`src/fcm_pkg.sv`:
```
/*
 * Constants and types for the fuse check mode controller.
 * Assumes a single 200 MHz clock and a synchronous active-low power-on reset.
 */
package fcm_pkg;

	// **************************************************
	// Pin sampling
	// **************************************************
	localparam int SYNC_W = 3;
	localparam int TMS_BIT = 0;
	localparam int TEST_BIT = 1;
	localparam int BLOWN_BIT = 2;
	// Select line idles high, fuse pin and blown status idle low
	localparam logic [SYNC_W-1:0] SYNC_RST = 3'h1;
	localparam logic TMS_PREV_RST = 1'h1;
	localparam logic TEST_PREV_RST = 1'h0;

	// **************************************************
	// Edge tracking
	// **************************************************
	localparam logic [1:0] RISE_CNT_RST = 2'h0;
	localparam logic [1:0] RISE_EXIT = 2'h2;

	typedef enum logic [1:0] {
		FCM_ARMED,
		FCM_ACTIVE,
		FCM_DONE
	} fcm_state_t;

endpackage : fcm_pkg

```
`src/fcm_sync.sv`:
```
/*
 * Two-stage synchronisers for the pin-level inputs of the fuse check controller.
 * Assumes the inputs are asynchronous to clk_i; reset values come from the package.
 */
`timescale 1ns/1ps

module fcm_sync (
	input wire logic clk_i,
	input wire logic rst_n_i,
	input wire logic [fcm_pkg::SYNC_W-1:0] async_i,
	output logic [fcm_pkg::SYNC_W-1:0] sync_o
);
	import fcm_pkg::*;

	logic [SYNC_W-1:0] meta_q;
	logic [SYNC_W-1:0] sync_q;

	// **************************************************
	// One synchroniser per bit
	// **************************************************
	for (genvar i = 0; i < SYNC_W; i++) begin : g_bit
		always_ff @(posedge clk_i) begin
			if (!rst_n_i) begin
				meta_q[i] <= SYNC_RST[i];
				sync_q[i] <= SYNC_RST[i];
			end else begin
				meta_q[i] <= async_i[i];
				sync_q[i] <= meta_q[i];
			end
		end
	end

	assign sync_o = sync_q;

endmodule : fcm_sync

```
`src/fcm_ctrl.sv`:
```
/*
 * Fuse check mode controller: tracks select-line edges after power-on reset and
 * gates the fuse sense current path; forces the debug port into bypass once blown.
 * Assumes rst_n_i is the power-on reset, and pins are asynchronous to clk_i.
 */
`timescale 1ns/1ps

module fcm_ctrl (
	input wire logic clk_i,
	input wire logic rst_n_i,
	input wire logic tms_i,
	input wire logic test_pin_i,
	input wire logic fuse_blown_i,
	output logic fuse_check_active_o,
	output logic fuse_check_current_o,
	output logic debug_bypass_o,
	output logic debug_access_en_o
);
	import fcm_pkg::*;

	logic [SYNC_W-1:0] pin_s;
	logic tms_prev_q;
	logic test_prev_q;
	logic [1:0] rise_cnt_q;
	logic blown_q;
	logic blown_any;
	logic tms_fall;
	logic tms_rise;
	logic test_fall;
	fcm_state_t state_q;
	fcm_state_t state_d;
	logic active_q;
	logic cur_q;
	logic bypass_q;
	logic access_q;

	// **************************************************
	// Pin synchronisation and edge detection
	// **************************************************
	fcm_sync u_sync (
		.clk_i(clk_i),
		.rst_n_i(rst_n_i),
		.async_i({fuse_blown_i, test_pin_i, tms_i}),
		.sync_o(pin_s)
	);

	// Select resets high, so a line held low through reset shows as a first fall
	always_ff @(posedge clk_i) begin
		if (!rst_n_i) begin
			tms_prev_q <= TMS_PREV_RST;
			test_prev_q <= TEST_PREV_RST;
		end else begin
			tms_prev_q <= pin_s[TMS_BIT];
			test_prev_q <= pin_s[TEST_BIT];
		end
	end

	assign tms_fall = tms_prev_q && !pin_s[TMS_BIT];
	assign tms_rise = !tms_prev_q && pin_s[TMS_BIT];
	assign test_fall = test_prev_q && !pin_s[TEST_BIT];

	// Rises counted from reset; saturates at the exit count
	always_ff @(posedge clk_i) begin
		if (!rst_n_i) begin
			rise_cnt_q <= RISE_CNT_RST;
		end else if (tms_rise && rise_cnt_q != RISE_EXIT) begin
			rise_cnt_q <= rise_cnt_q + 2'h1;
		end
	end

	// **************************************************
	// Fuse status
	// **************************************************
	assign blown_any = blown_q || pin_s[BLOWN_BIT];

	// A blown fuse cannot recover, so the flag is sticky
	always_ff @(posedge clk_i) begin
		if (!rst_n_i) begin
			blown_q <= 1'h0;
		end else begin
			blown_q <= blown_any;
		end
	end

	// **************************************************
	// Mode state machine
	// **************************************************
	always_comb begin
		state_d = state_q;
		case (state_q)
			FCM_ARMED: begin
				if (blown_any) begin
					state_d = FCM_DONE;
				end else if (tms_fall) begin
					state_d = FCM_ACTIVE;
				end
			end
			FCM_ACTIVE: begin
				if (blown_any || test_fall) begin
					state_d = FCM_DONE;
				end else if (tms_rise && rise_cnt_q == RISE_EXIT - 2'h1) begin
					state_d = FCM_DONE;
				end
			end
			FCM_DONE: begin
				state_d = FCM_DONE;
			end
			default: begin
				state_d = FCM_DONE;
			end
		endcase
	end

	always_ff @(posedge clk_i) begin
		if (!rst_n_i) begin
			state_q <= FCM_ARMED;
		end else begin
			state_q <= state_d;
		end
	end

	// **************************************************
	// Outputs
	// **************************************************
	always_ff @(posedge clk_i) begin
		if (!rst_n_i) begin
			active_q <= 1'h0;
			cur_q <= 1'h0;
		end else begin
			active_q <= (state_d == FCM_ACTIVE);
			// Sense path only while active, select low and fuse intact
			cur_q <= (state_d == FCM_ACTIVE) && !pin_s[TMS_BIT] && !blown_any;
		end
	end

	always_ff @(posedge clk_i) begin
		if (!rst_n_i) begin
			bypass_q <= 1'h0;
			access_q <= 1'h1;
		end else begin
			bypass_q <= blown_any;
			access_q <= !blown_any;
		end
	end

	assign fuse_check_active_o = active_q;
	assign fuse_check_current_o = cur_q;
	assign debug_bypass_o = bypass_q;
	assign debug_access_en_o = access_q;
endmodule : fcm_ctrl

```
`config.mk`:
```
export PLATFORM = sky130hd
export DESIGN_NAME = fcm_ctrl
export DESIGN_NICKNAME = d
export VERILOG_FILES = /design/src/fcm_pkg.sv /design/src/fcm_sync.sv /design/src/fcm_ctrl.sv
export SDC_FILE = /design/constraint.sdc
export NUM_CORES = 1
export LEC_CHECK = 0
export ABC_AREA = 1
export CORE_AREA = 2 2 39 41
export DETAILED_ROUTE_END_ITERATION = 10
export DIE_AREA = 0 0 41 43
export DONT_BUFFER_PORTS = 1
export SYNTH_ARGS = -nofsm -noshare
export SYNTH_HDL_FRONTEND = slang
export SYNTH_HIERARCHICAL = 1
export SYNTH_SLANG_ARGS = --single-unit
export TNS_END_PERCENT = 100
```
`constraint.sdc`:
```
create_clock -name clk_i -period 1.4 [get_ports clk_i]
set_clock_uncertainty 0.1 [all_clocks]
set_input_delay 0.14 -clock clk_i [delete_from_list [all_inputs] [get_ports clk_i]]
set_output_delay 0.14 -clock clk_i [all_outputs]
set_load 0.1 [all_outputs]
```
==> reports/qor.txt <==
Slew @ Worst Pin = 0.4176 ns
Busiest grt layer = met2
Cell Area, Synth = 564.3 um^2
Synth cell count leaders = inv_1 (17), dfxtp_1 (16), nand2_1 (12), a21oi_1 (6)
Hold Path Class = register to register
Clk Latency, worst-skew pair = 0.27 ns
Core area = 1384 um^2
Largest buffer count on any clock path = 2
Slew margin rel. = 72.07%
M3 GR Usage = 4.712%
Power Total = 0.0008668 W
Fin crit share = 87.12%
Post-CTS Setup Inserts = 0
Max cap viols = 0
First drt pass iteration count = 2
Die area = 1763 um^2
Syn Area/Cell = 8.681 um^2
P_sw = 0.0002052 W
Gates resized, CTS repair = 0
RSZ-0062 raised after global routing = false
Final Max Tran Viols = 0
Routed length per instance = 8.409 um
Result of the run = finished clean
Largest fanout on the critical path = 12
Logic gate share of total power = 10.8%
H-tree Lvls = 1
Initial antenna violation count = 0
Setup Viol. Count Final = 0
Clk root buf = clkbuf_4
Post-synth ARST share = 0%
Worst Path Required = 1.48 ns
Util after Layout = 50.00%
Grt total ovfl = 0
Switching Share = 23.67%
Pin count of the biggest net entering global routing = 13
Share of the synthesized area in the top cell type = 56.76%
Diodes inserted = 0
Share of post-route cells with drive strength above 1 = 15.58%
Layout fillers = 132
Clock power frac = 33.4%
Vias in the first global route = 365
Ys flop type = dfxtp_1
Global Route met2 Usage = 15.63%
Crit path capture type = register
Final Wtd Congestion = 0.6752
Crit path time final = 1.220 ns
Area occupied by multi-input gates = 180.2 um^2
Arrival time at the worst endpoint = 1.30 ns
Clock Sink Count = 16
Nets = 85
DP HPWL = 574.9 um
Vias = 397
Yosys warns = 6
CTS buffer count = 3
Area leader, netlist = dfxtp_1
Antenna-violating nets left = 0
Post-Syn Instances = 65
Yosys cell types = 11
Rows = 14
Area growth syn-to-layout = 22.62%
Via/cell ratio = 4.269
Total Routing Usage GR = 11.04%
Flip-flop and latch area = 321.6 um^2
Ranking of synthesized cells by area = dfxtp_1 (57%), inv_1 (11%), nand2_1 (8.0%)
Starting density of the core = 40.78%
Final hold violations = 0
Global-route wire length before repair = 1311 um
Power density cells = 1253 nW/um^2
Setup total negative slack = 0 ns
Mapped Nets = 72
Post-synthesis sequential area ratio = 56.76%
Die Wd = 41 um
Seq pwr share = 55.8%
Most frequent cell after synthesis = inv_1
P_leak = 0.3521 nW
Die Span Y = 43 um
Drc violations = 0
Worst-path clk slew = 0.09 ns
Yosys reg bits = 16
Number of flops mapped to enable cells by yosys = 0
Critical path type = input pin to register
FMAX = 819.9 MHz
Maximum VDD drop = 0.0006402 V
I/O pins = 9
Met1 Use GR = 13.58%
CTS tree = yes
Critical Path Source Type = input pin
Port buffer count = 0
Final wirelength = 782 um
Internal power = 0.0006616 W
Iter 0 DRT Violations = 2
==> critical path, stage by stage <==
cell and delay (ns):
dlygate4sd3_1 0.79, inv_1 0.17, nor2_1 0.15, inv_1 0.04
==> stage by stage <==
stage / hold WS, ns / setup slack, ns / std cells / area (um^2)
finish: 0.3107 / 0.1803 / 93 / 691.9
global route: 0.3390 / 0.08496 / 93 / 691.9
CTS: 0.3157 / 0.1654 / 93 / 691.9
detailed placement: 0.1146 / 0.1866 / 85 / 615.6
global placement: 0.1110 / 0.2526 / 85 / 615.6
floorplan: 0.1087 / 0.2410 / 65 / 565.5
==> logic make-up after synthesis <==
logic type      Yosys count  share of synthesized area (%)
buf+inv                  17                          11.31
fa+ha+maj                 2                          4.434
flops                    16                          56.76
compound gates            9                          7.982
simple gates             21                          19.51
==> per-layer routing <==
metal | wire length (um) | share of wire [%] | up-vias
met5 | 0 | 0 | -
met4 | 0 | 0 | 0
met3 | 30 | 3.8 | 0
met2 | 383 | 49 | 7
met1 | 368 | 47 | 170
li1 | - | - | 220
==> power groups by stage <==
stage | clock network (W) | logic (W) | registers, W
after floorplan | 0 | 0.0000358 | 0.000526
after global placement | 0 | 0.0000792 | 0.000494
after detailed placement | 0 | 0.0000807 | 0.000495
after CTS | 0.000309 | 0.0000944 | 0.000484
after global routing | 0.000324 | 0.000101 | 0.000486
final | 0.000289 | 0.0000937 | 0.000484
==> sequential cells by signal, summed over array words and instances, names as in the netlist <==
name,cells
u_sync/meta_q,3
u_sync/sync_o,3
rise_cnt_q,2
state_q,2
debug_access_en_o,1
debug_bypass_o,1
fuse_check_active_o,1
fuse_check_current_o,1
test_prev_q,1
tms_prev_q,1
==> layout make-up <==
class / instances / area share, %
Clock buffer: 4 / 5.244
Inverter: 17 / 9.222
Tap cell: 16 / 2.893
Timing Repair Buffer: 8 / 10.13
Sequential cell: 16 / 46.47
Multi-Input combinational cell: 32 / 26.04
==> repair_timing <==
item,CTS,global route
setup endpoints to repair,0,0
endpoints found under the hold margin,16,0
hold buffers,4,0
==> cell usage in the layout, fill, tap and decap left out, types with 3 or more instances in the layout <==
cell type,n
inv_1,17
dfxtp_1,15
nand2_1,12
a21oi_1,6
dlygate4sd3_1,4
buf_4,4
nor2_1,3
o21ai_1,3
clkbuf_4,3
==> worst paths after layout <==
check / cells after the start / slack, ns / to / from
worst min-delay path: 2 / 0.31 / u_sync/sync_o[0] / u_sync/meta_q[0]
worst max register to register: 5 / 0.18 / rise_cnt_q[0] / rise_cnt_q[0]
worst min register to register: 2 / 0.31 / u_sync/sync_o[0] / u_sync/meta_q[0]
worst max-delay path: 4 / 0.18 / debug_access_en_o / rst_n_i
Note: power is estimated with default switching activity, not from simulation.
